`config.mk`:
```
export PLATFORM = sky130hd
export DESIGN_NAME = pllcg_top
export DESIGN_NICKNAME = d
export VERILOG_FILES = /design/src/inc/pllcg_pkg.sv /design/src/verilog/pllcg_top.sv
export VERILOG_INCLUDE_DIRS = /design/src /design/src/inc
export SDC_FILE = /design/constraint.sdc
export NUM_CORES = 1
export LEC_CHECK = 0
export BUFFER_PORTS_ARGS = -buffer_cell sky130_fd_sc_hd__clkbuf_2
export CAP_MARGIN = 20
export CORE_MARGIN = 5
export CORE_UTILIZATION = 63
export CTS_CLUSTER_DIAMETER = 150
export DETAILED_ROUTE_END_ITERATION = 12
export PLACE_DENSITY = 0.86
export SYNTH_ARGS = -nofsm -noshare
export SYNTH_HDL_FRONTEND = slang
export SYNTH_SLANG_ARGS = --single-unit
export TNS_END_PERCENT = 5
```
`constraint.sdc`:
```
create_clock -name clk -period 7.81 [get_ports clk]
set_input_delay 1.9525 -clock clk [delete_from_list [all_inputs] [get_ports clk]]
set_output_delay 1.9525 -clock clk [all_outputs]
set_load 0.01 [all_outputs]
```
`src/inc/pllcg_params.svh`:
```
`ifndef PLLCG_PARAMS_SVH
`define PLLCG_PARAMS_SVH

// register word indices, byte address is index times four
`define PLLCG_IDX_CSR 4'h0
`define PLLCG_IDX_MULT 4'h1
`define PLLCG_IDX_DIV0 4'h2
`define PLLCG_IDX_DIV1 4'h3
`define PLLCG_IDX_DIV2 4'h4
`define PLLCG_IDX_DIV3 4'h5
`define PLLCG_IDX_OSC 4'h6
`define PLLCG_IDX_DEVICE_CONFIG 4'h7
`define PLLCG_IDX_GBL 4'h8
`define PLLCG_IDX_STATUS 4'h9
`define PLLCG_NUM_RW 9

// field positions
`define PLLCG_B_PATH 0
`define PLLCG_B_PWDN 1
`define PLLCG_B_RST 3
`define PLLCG_B_DEN 15
`define PLLCG_B_CLK_OUT_TWO_EN 3
`define PLLCG_B_MEMORY_CLK_SOURCE_SEL 4
`define PLLCG_B_MEMORY_CLK_OUT_EN 5
`define PLLCG_B_HELD 0
`define PLLCG_B_LOCKED 1
`define PLLCG_B_ACTPATH 2
`define PLLCG_B_ACTSRC 3
`define PLLCG_RATIO_MSB 4

// writable masks and reset values
`define PLLCG_MASK_CSR 16'h000b
`define PLLCG_RST_CSR 16'h0008
`define PLLCG_MASK_MULT 16'h001f
`define PLLCG_RST_MULT 16'h0007
`define PLLCG_MASK_DIV 16'h801f
`define PLLCG_RST_DIV_BY1 16'h8000
`define PLLCG_RST_DIV_BY2 16'h8001
`define PLLCG_MASK_DEVICE_CONFIG 16'h0010
`define PLLCG_RST_DEVICE_CONFIG 16'h0000
`define PLLCG_MASK_GBL 16'h0028
`define PLLCG_RST_GBL 16'h0028

// timing
`define PLLCG_CLK_KHZ 25000
`define PLLCG_RESET_NS 125
`define PLLCG_RESET_CYC ((`PLLCG_RESET_NS * `PLLCG_CLK_KHZ + 999999) / 1000000)
`define PLLCG_LOCK_MAX_NS 187500
`define PLLCG_LOCK_CYC ((`PLLCG_LOCK_MAX_NS * `PLLCG_CLK_KHZ) / 1000000)

`endif

```
`src/inc/pllcg_pkg.sv`:
```
package pllcg_pkg;
  typedef enum logic [1:0] {
    PLLCG_BYPASS = 2'b01,
    PLLCG_PLL = 2'b10
  } pllcg_path_e;
  typedef logic [15:0] pllcg_word_t;
endpackage : pllcg_pkg

```
`src/verilog/pllcg_top.sv`:
```
// Contract
// - prescale input clock by 1 to 32, multiply by 4 to 25 in the pll; the multiplier field accepts and passes on any value 0 to 31.
// - oscillator divider 1 to 32 drives clock out three, enable bit 15 set.
// - path select 0 uses the input clock, 1 uses the pll output.
// - core, bus and memory clocks each have their own post divider.
// - memory interface clocked from external pin or third post divider by select.
// - clock out two follows bus clock when its divider and bit 3 enabled.
// - memory clock out from third divider by default, bit 4 selects pin.
// - ratio field is value plus one, resets /1 /1 /2 /2.
// - after reset the pll reset reads asserted and path reads bypass.
// - multiplier field five bits wide, resets to factor seven.
//
// Our own choices: the Wishbone interface to the registers and the register offsets.
`timescale 1ns/1ps
`default_nettype none
`include "pllcg_params.svh"

module pllcg_top
  import pllcg_pkg::*;
#(
  parameter int LOCK_CYCLES = `PLLCG_LOCK_CYC
) (
  input wire logic clk,
  input wire logic rst,
  input wire logic ce,
  input wire logic wb_cyc_i,
  input wire logic wb_stb_i,
  input wire logic wb_we_i,
  input wire logic [5:0] wb_adr_i,
  input wire logic [3:0] wb_sel_i,
  input wire logic [31:0] wb_dat_i,
  output logic [31:0] wb_dat_o,
  output logic wb_ack_o,
  input wire logic pll_output_tick,
  input wire logic memory_clk_in,
  output logic pll_reference,
  output logic [4:0] multiply_factor,
  output logic pll_reset_ctl,
  output logic pll_power_down,
  output logic core_clk,
  output logic periph_bus_clk,
  output logic memory_clk,
  output logic clk_out_two,
  output logic clk_out_three,
  output logic memory_clk_out
);

  localparam int NDIV = 5;
  localparam int PRE = 0;
  localparam int CORE = 1;
  localparam int BUS = 2;
  localparam int MEM = 3;
  localparam int OSC = 4;

  function automatic logic [5:0] high_len(input logic [4:0] ratio);
    // high for ceil(n/2) ticks of an n tick period
    high_len = 6'((7'(ratio) + 7'h02) >> 1);
  endfunction : high_len
  function automatic pllcg_word_t wmask(input logic [3:0] idx);
    case (idx)
      `PLLCG_IDX_CSR: wmask = `PLLCG_MASK_CSR;
      `PLLCG_IDX_MULT: wmask = `PLLCG_MASK_MULT;
      `PLLCG_IDX_DEVICE_CONFIG: wmask = `PLLCG_MASK_DEVICE_CONFIG;
      `PLLCG_IDX_GBL: wmask = `PLLCG_MASK_GBL;
      default: wmask = `PLLCG_MASK_DIV;
    endcase
  endfunction : wmask
  function automatic pllcg_word_t rstval(input logic [3:0] idx);
    case (idx)
      `PLLCG_IDX_CSR: rstval = `PLLCG_RST_CSR;
      `PLLCG_IDX_MULT: rstval = `PLLCG_RST_MULT;
      `PLLCG_IDX_DIV2: rstval = `PLLCG_RST_DIV_BY2;
      `PLLCG_IDX_DIV3: rstval = `PLLCG_RST_DIV_BY2;
      `PLLCG_IDX_DEVICE_CONFIG: rstval = `PLLCG_RST_DEVICE_CONFIG;
      `PLLCG_IDX_GBL: rstval = `PLLCG_RST_GBL;
      default: rstval = `PLLCG_RST_DIV_BY1;
    endcase
  endfunction : rstval

  pllcg_word_t cfg_reg [`PLLCG_NUM_RW];
  pllcg_word_t status_word;
  pllcg_path_e path_reg;
  logic [3:0] wb_idx;
  logic wb_req;
  logic [15:0] lane_mask;
  logic ref_tick;
  logic [NDIV-1:0] div_tick;
  logic [NDIV-1:0] div_wrap;
  logic [NDIV-1:0] div_level_reg;
  logic [4:0] div_cnt_reg [NDIV];
  logic [4:0] div_ratio_reg [NDIV];
  logic [2:0] memin_sync_reg;
  logic memin_filt_reg;
  logic [2:0] held_cnt_reg;
  logic held_ok_reg;
  logic [$clog2(LOCK_CYCLES+1)-1:0] lock_cnt_reg;
  logic locked_reg;

  assign wb_idx = wb_adr_i[5:2];
  assign wb_req = wb_cyc_i && wb_stb_i && !wb_ack_o;
  assign lane_mask = {{8{wb_sel_i[1]}}, {8{wb_sel_i[0]}}};

  // register file; unmapped reads return zero, writes there are dropped
  for (genvar r = 0; r < `PLLCG_NUM_RW; r++) begin : g_reg
    always_ff @(posedge clk or posedge rst) begin
      if (rst) begin
        cfg_reg[r] <= rstval(4'(r));
      end else if (ce && wb_req && wb_we_i && wb_idx == 4'(r)) begin
        cfg_reg[r] <= (cfg_reg[r] & ~(wmask(4'(r)) & lane_mask)) |
                      (wb_dat_i[15:0] & wmask(4'(r)) & lane_mask);
      end
    end
  end

  always_comb begin
    status_word = 16'h0000;
    status_word[`PLLCG_B_HELD] = held_ok_reg;
    status_word[`PLLCG_B_LOCKED] = locked_reg;
    status_word[`PLLCG_B_ACTPATH] = (path_reg == PLLCG_PLL);
    status_word[`PLLCG_B_ACTSRC] = cfg_reg[`PLLCG_IDX_DEVICE_CONFIG][`PLLCG_B_MEMORY_CLK_SOURCE_SEL];
  end

  always_ff @(posedge clk or posedge rst) begin
    if (rst) begin
      wb_ack_o <= 1'b0;
      wb_dat_o <= 32'h0000_0000;
    end else if (ce) begin
      wb_ack_o <= wb_req;
      if (wb_req && !wb_we_i) begin
        if (wb_idx == `PLLCG_IDX_STATUS) begin
          wb_dat_o <= {16'h0000, status_word};
        end else if (wb_idx < `PLLCG_IDX_STATUS) begin
          wb_dat_o <= {16'h0000, cfg_reg[wb_idx]};
        end else begin
          wb_dat_o <= 32'h0000_0000;
        end
      end
    end
  end

  // status helpers: time spent in pll reset and since its release
  always_ff @(posedge clk or posedge rst) begin
    if (rst) begin
      held_cnt_reg <= 3'h0;
      held_ok_reg <= 1'b0;
      lock_cnt_reg <= '0;
      locked_reg <= 1'b0;
    end else if (ce) begin
      if (pll_reset_ctl) begin
        lock_cnt_reg <= '0;
        locked_reg <= 1'b0;
        if (32'(held_cnt_reg) >= `PLLCG_RESET_CYC) begin
          held_ok_reg <= 1'b1;
        end else begin
          held_cnt_reg <= held_cnt_reg + 3'h1;
        end
      end else begin
        held_cnt_reg <= 3'h0;
        held_ok_reg <= 1'b0;
        if (32'(lock_cnt_reg) >= LOCK_CYCLES) begin
          locked_reg <= 1'b1;
        end else begin
          lock_cnt_reg <= lock_cnt_reg + 1'b1;
        end
      end
    end
  end

  // the analog loop gets its controls from the register file through one register stage, one clk later
  always_ff @(posedge clk or posedge rst) begin
    if (rst) begin
      multiply_factor <= 5'(`PLLCG_RST_MULT);
      pll_reset_ctl <= 1'b1;
      pll_power_down <= 1'b0;
    end else if (ce) begin
      multiply_factor <= cfg_reg[`PLLCG_IDX_MULT][`PLLCG_RATIO_MSB:0];
      pll_reset_ctl <= cfg_reg[`PLLCG_IDX_CSR][`PLLCG_B_RST];
      pll_power_down <= cfg_reg[`PLLCG_IDX_CSR][`PLLCG_B_PWDN];
    end
  end

  // high-frequency reference: every clk in bypass, pll ticks otherwise
  assign ref_tick = (path_reg == PLLCG_BYPASS) ? 1'b1 : pll_output_tick;
  always_ff @(posedge clk or posedge rst) begin
    if (rst) begin
      path_reg <= PLLCG_BYPASS;
    end else if (ce && div_wrap[CORE]) begin
      // only at a core period end, so no derived clock sees a runt pulse
      case (path_reg)
        PLLCG_BYPASS: if (cfg_reg[`PLLCG_IDX_CSR][`PLLCG_B_PATH]) path_reg <= PLLCG_PLL;
        PLLCG_PLL: if (!cfg_reg[`PLLCG_IDX_CSR][`PLLCG_B_PATH]) path_reg <= PLLCG_BYPASS;
        default: path_reg <= PLLCG_BYPASS;
      endcase
    end
  end

  assign div_tick = {1'b1, ref_tick, ref_tick, ref_tick, 1'b1};
  // all dividers start at count zero together, so core and bus stay in phase
  for (genvar d = 0; d < NDIV; d++) begin : g_div
    logic [15:0] ctl;
    logic [4:0] cnt_next;
    assign ctl = cfg_reg[`PLLCG_IDX_DIV0 + d];
    assign div_wrap[d] = div_tick[d] && div_cnt_reg[d] == div_ratio_reg[d];
    assign cnt_next = div_wrap[d] ? 5'h00 : div_cnt_reg[d] + 5'(div_tick[d]);
    always_ff @(posedge clk or posedge rst) begin
      if (rst) begin
        div_cnt_reg[d] <= 5'h00;
        div_ratio_reg[d] <= 5'(rstval(4'(`PLLCG_IDX_DIV0 + d)));
        div_level_reg[d] <= 1'b0;
      end else if (ce) begin
        div_cnt_reg[d] <= cnt_next;
        if (div_wrap[d]) begin
          div_ratio_reg[d] <= ctl[`PLLCG_RATIO_MSB:0];
        end
        // ratio /1 holds the level high: it runs at the tick rate itself
        div_level_reg[d] <= ctl[`PLLCG_B_DEN] &&
                            (6'(cnt_next) < high_len(div_ratio_reg[d]));
      end
    end
  end

  // external memory clock pin crossing: filtered once two late stages agree
  always_ff @(posedge clk or posedge rst) begin
    if (rst) begin
      memin_sync_reg <= 3'b000;
      memin_filt_reg <= 1'b0;
    end else if (ce) begin
      memin_sync_reg <= {memin_sync_reg[1:0], memory_clk_in};
      if (memin_sync_reg[2] == memin_sync_reg[1]) begin
        memin_filt_reg <= memin_sync_reg[2];
      end
    end
  end

  always_ff @(posedge clk or posedge rst) begin
    if (rst) begin
      pll_reference <= 1'b0;
      core_clk <= 1'b0;
      periph_bus_clk <= 1'b0;
      memory_clk <= 1'b0;
      clk_out_two <= 1'b0;
      clk_out_three <= 1'b0;
      memory_clk_out <= 1'b0;
    end else if (ce) begin
      pll_reference <= div_level_reg[PRE];
      core_clk <= div_level_reg[CORE];
      periph_bus_clk <= div_level_reg[BUS];
      clk_out_two <= div_level_reg[BUS] && cfg_reg[`PLLCG_IDX_GBL][`PLLCG_B_CLK_OUT_TWO_EN];
      clk_out_three <= div_level_reg[OSC];
      // the memory interface runs from whichever source is selected
      memory_clk <= cfg_reg[`PLLCG_IDX_DEVICE_CONFIG][`PLLCG_B_MEMORY_CLK_SOURCE_SEL] ?
                    memin_filt_reg : div_level_reg[MEM];
      memory_clk_out <= cfg_reg[`PLLCG_IDX_GBL][`PLLCG_B_MEMORY_CLK_OUT_EN] &&
                        (cfg_reg[`PLLCG_IDX_DEVICE_CONFIG][`PLLCG_B_MEMORY_CLK_SOURCE_SEL] ?
                         memin_filt_reg : div_level_reg[MEM]);
    end
  end
endmodule : pllcg_top
`default_nettype wire

```
**After elaboration in Yosys (flattened, before gate mapping)**

Cells that the tools add are included.

- Equal/unequal tests: 22
- Reduce and logical (&&, ||, !) cells: 41
- $lt $le $gt $ge: 9
- $mul: 0
- Divide/modulo/power cells: 0
- Add/subtract/negate cells: 12
- Shift operators: 0
- Muxes and demuxes: 23
- Bitwise gates (word level): 29

Operators by type and width:

| operator | count |
|---|---|
| $and 16x16->16 | 10 |
| $or 16x16->16 | 9 |
| $bmux 16 s4 | 1 |
| $mux 16 | 3 |
| $and 5x16->16 | 2 |
| $mux 32 | 1 |
| $not 5->16 | 2 |
| $add 5x2->6 const B | 5 |
| $eq 5x5->1 | 5 |
| $logic_and 1x1->1 | 25 |
| $lt 5x5->1 | 5 |
| $mux 5 | 5 |
| $reduce_and 2->1 | 11 |
| $mux 9 | 2 |
| $and 4x16->16 | 1 |
| $and 6x16->16 | 1 |
| $eq 4x3->1 const B | 4 |
| $not 16->16 | 1 |
| $not 4->16 | 1 |
| $not 6->16 | 1 |
| $add 5x1->5 | 3 |
| $add 5x1->5 const B | 2 |
| $add 9x1->9 const B | 1 |
| $ge 9x9->1 const B | 1 |
| other kinds (21) | 34 |

- Logic and storage cells: 179
- Latch bits: 0
- Bits in writable memories: 0
- ROM bits: 0
- Register bits after elaboration: 266
- Input port bits: 50
- Memories kept: 0

**Depth between registers and ports, before layout**

- Depth in word-level cells: 6
- Mapped depth: 12

**Least setup slack after synthesis**

Ideal clock, no wire load.

- Kind: input port to flip-flop
- From: in pll_output_tick
- To: reg div_level_reg[3]
- Required time: 7732 ps
- Slack: 4023 ps
- Setup time: 78 ps
- Data arrival time: 3709 ps
- Stages on the path: 10
- Buffers on the path: 0
- Cells stage by stage: or2_2 ha_1 ha_1 xnor2_1 nor2_1 ha_1 a211oi_1 nor2b_1 a211oi_1 o2bb2ai_1

- Cells in the longest elaborated chain, start to end: 5
- Elaborated cells on any way between the ends: 6
- Those cells by class: add/sub (1); order compare (1); mux (2); reduce/logical (2)

Ends and longest elaborated chain:

| element | RTL line | text |
|---|---|---|
| start, declared | pllcg_top.sv:34 | `input wire logic pll_output_tick,` |
| $mux 1 (*) | pllcg_top.sv:183 | `assign ref_tick = (path_reg == PLLCG_BYPASS) ? 1'b1 : pll_output_tick;` |
| $add 5x1->5 or $logic_and 1x1->1 (tied branches) | pllcg_top.sv:204, pllcg_top.sv:203 |  |
| $mux 5 (*) | pllcg_top.sv:204 | `assign cnt_next = div_wrap[d] ? 5'h00 : div_cnt_reg[d] + 5'(div_tick[d]);` |
| net g_div[3].cnt_next[2] | pllcg_top.sv:201 | `logic [4:0] cnt_next;` |
| $lt 5x5->1 (*) | pllcg_top.sv:217 | `(6'(cnt_next) < high_len(div_ratio_reg[d]));` |
| $logic_and 1x1->1 (*) | pllcg_top.sv:216 | `` div_level_reg[d] <= ctl[`PLLCG_B_DEN] && `` |
| end signal, assigned by index | pllcg_top.sv:216 |  |
| end, declared | pllcg_top.sv:89 | `logic [NDIV-1:0] div_level_reg;` |

The timed path passes the listed nets; every way through them passes the cells marked *.
A chain may end at the register's enable or synchronous reset.

**Worst setup path in the final report**

- From: in ce
- To: reg lock_cnt_reg[5]

- Cells in the longest elaborated chain, start to end: 1

Ends and longest elaborated chain:

| element | RTL line | text |
|---|---|---|
| start, declared | pllcg_top.sv:25 | `input wire logic ce,` |
| $reduce_and 2->1 (no source line) | -- |  |
| end signal, assigned | pllcg_top.sv:163 | `lock_cnt_reg <= lock_cnt_reg + 1'b1;` |
| end, declared | pllcg_top.sv:96 | `logic [$clog2(LOCK_CYCLES+1)-1:0] lock_cnt_reg;` |

No other way between the ends.

==> run metrics <==
Core Util, Final=71.3%; number of port buffers=42; Clock Latency Late Sink=0.42 ns; Post-Syn Instances=692; via count=5608; Starting Density=64.2%; IO Pins=97; WL/cell=20.3 um; hold_buf cts=0; layout cells sized above 1=28.8%; # nets final=813; Largest stage delay, worst path=1.05 ns; FP Rows=40; die area=14600 um^2; fmax=232 MHz; FF/Latch Area=3480 um^2; distinct cell type count after synthesis=61; core footprint=12000 um^2; GP Congestion=0.892; Leakage=3.93 nW; Max-cap violations=0; clock sink total=138; worst hold start=div_level_reg[3]; CP required=8.08 ns; Hold Crit Class=flip-flop to flip-flop; vias in the first global route=5717; Via density=6.32; post-synth top area cell=dfrtp_1; Synth async-reset ratio=100%; top post-synthesis cells by area=dfrtp_1 38%, mux2_2 13%, dfstp_2 6.8%; n_diodes=0; outcome=finished, final reports clean; CP Cell Sequence=clkbuf_2, buf_4, clkinv_1, nor2_1, nor2_1; Die X=121 um; Ys Warns=0; synthesized-area fraction occupied by adder cells=5.84%; first-pass GRT wire length=29500 um; Synth top area share=38.3%; Total GRT Usage=25.7%; post-synthesis sequential area ratio=45.1%; clock skew=0.00901 ns; ANT nets after route=0; final WL=18000 um; Register-to-Register Setup Slack=4.94 ns; xor/xnor cell area share of the yosys netlist=5.78%; Post-synth EDFFs=0; final setup vio count=0; Critical path origin=ce; CTS root buf=clkbuf_16; CTS HTree Levels=4; crit start category=primary input; postcts setup bufs=0; maximum VDD drop=0.264 mV; Iter 0 DRT Violations=374; Synth Area in Compound Gates=10.4%; TritonCTS clock tree=yes; initial antenna violation count=0; CP Max Fanout=66; Pwr Density=333 nW/um^2; Post-synth top flop=dfrtp_1; worst rel slew slack=32.0%; CP arrival=4.59 ns; Post-Syn Area=7710 um^2; Period minus WS final=4.32 ns; RSZ-0062 raised after global routing=false; crit path capture type=flip-flop; area of the multi-input gates=3940 um^2; Synth Area in Simple Gates=12.8%; Hold Vio Cnt, Final=0; Final period util=55.3%; critical path class=primary input to flip-flop; post-synthesis mux area share=15.1%; dpl hpwl=11500 um; number of synthesized register bits=138; largest net degree at the start of global routing=77; main combinational cell family by area after synthesis=multiplexers; syn_area_per_cell=11.1 um^2; Filler cells=750; Clock Pin Slew Worst Setup and Hold Paths=0.06 ns; post-CTS resize count=0; drt first pass iters=5; CTS Buffer Depth=2; Reg-to-Reg Start=path_reg[0]; DRC Markers=0; Slew @ Worst Pin=1.01 ns; Max Slew Vio Count=0; Sum Neg Setup Slack=0 ns; grt total ovfl=0; Crit-path slowest cell=clkinv_1; total CTS buffers=17; die boundary height=121 um; Largest register FFs=30; Area Growth Syn to Fin=11.0%; Worst path most repeated cell=nor2_1
path summary, 6_finish.rpt:
path,endpoint,cells after the start
setup reg to reg,div_level_reg[3],9
max in group asynchronous,div_ratio_reg[8],3
min in group asynchronous,memin_sync_reg[0],2
setup / recovery,lock_cnt_reg[5],5
hold / removal,div_level_reg[3],1
hold reg to reg,div_level_reg[3],1
cells in the final DEF (no fill, tap or decap), types with 5 or more instances in the layout:
cell type / instances
nand2b_1: 17
a211oi_1: 5
nand2_1: 35
nor3_1: 13
nor2_1: 35
conb_1: 25
and3_1: 5
ha_1: 36
a21oi_1: 29
nor2b_1: 11
o2bb2ai_1: 19
a31oi_1: 8
dfstp_2: 20
inv_1: 14
mux2_2: 87
bufinv_16: 5
nand2_2: 5
clkbuf_16: 17
xor2_1: 26
o21ai_0: 26
clkbuf_2: 42
mux2i_1: 8
nand3_1: 26
dfrtp_1: 118
a21o_1: 6
xnor2_1: 23
report_power, final:
group	switching, mW	internal (mW)
sequential	0.164	0.840
clock	0.303	0.593
combinational	0.521	0.434
total	0.988	1.87
metal layers:
metal / share of wire [%] / track usage (%) / vias to the layer above / routed length (um)
met5: 0 / 0 / - / 0
met4: 3.8 / 11.7 / 0 / 686
met3: 6.9 / 6.22 / 64 / 1240
met2: 49 / 42.0 / 239 / 8740
met1: 41 / 32.4 / 2796 / 7310
li1: - / - / 2509 / -
final cells by class:
type                    count  area share (%)
inverters                  16           0.760
flip-flops and latches    138            40.6
clock inverters            10            2.19
multi-input cells         509            46.0
clock buffers              22            5.54
repair buffers             45            2.69
well taps                 147            2.15
metrics by stage:
step | setup WS, ns | instances | hold slack (ns) | total power [mW] | area (um^2)
after floorplan | 2.19 | 716 | 0.420 | 1.76 | 7800
after global placement | 3.22 | 854 | 0.464 | 1.84 | 7890
after detailed placement | 3.15 | 854 | 0.474 | 1.91 | 7890
after CTS | 3.51 | 886 | 0.488 | 2.85 | 8550
after global routing | 3.27 | 887 | 0.523 | 3.01 | 8560
final | 3.49 | 887 | 0.487 | 2.85 | 8560
worst max-delay path, delay by kind of cell:
kind          cells  cell delay, ns
buf+inv           3            1.75
simple gates      2            0.87
synthesized netlist by cell type, types with 4 or more instances:
cell       count
mux2_2        87
nand4_1        4
ha_1          36
nor2b_1       11
inv_1         15
xor2_1        26
o2111ai_1      4
nor3_2         4
xnor2_1       23
dfrtp_1      118
and3_1         5
nor3_1        13
o2bb2ai_1     19
nor2_1        35
nand3_1       26
buf_4         30
a22oi_1        4
nand2_1       35
a31oi_1        8
nand2b_1      17
o21ai_0       26
a21oi_1       29
mux2i_1        8
clkbuf_1      13
buf_2          9
mux4_2         4
a21o_1         6
nand2_2        5
dfstp_2       20
a211oi_1       5
cell families after synthesis:
| family | count (synthesis) |
|---|---|
| compound gates | 118 |
| xor+xnor | 50 |
| flops | 138 |
| buf+inv | 69 |
| fa+ha+maj | 36 |
| other cells | 1 |
| simple gates | 180 |
| mux | 100 |
(Power assumes the default switching activity.)
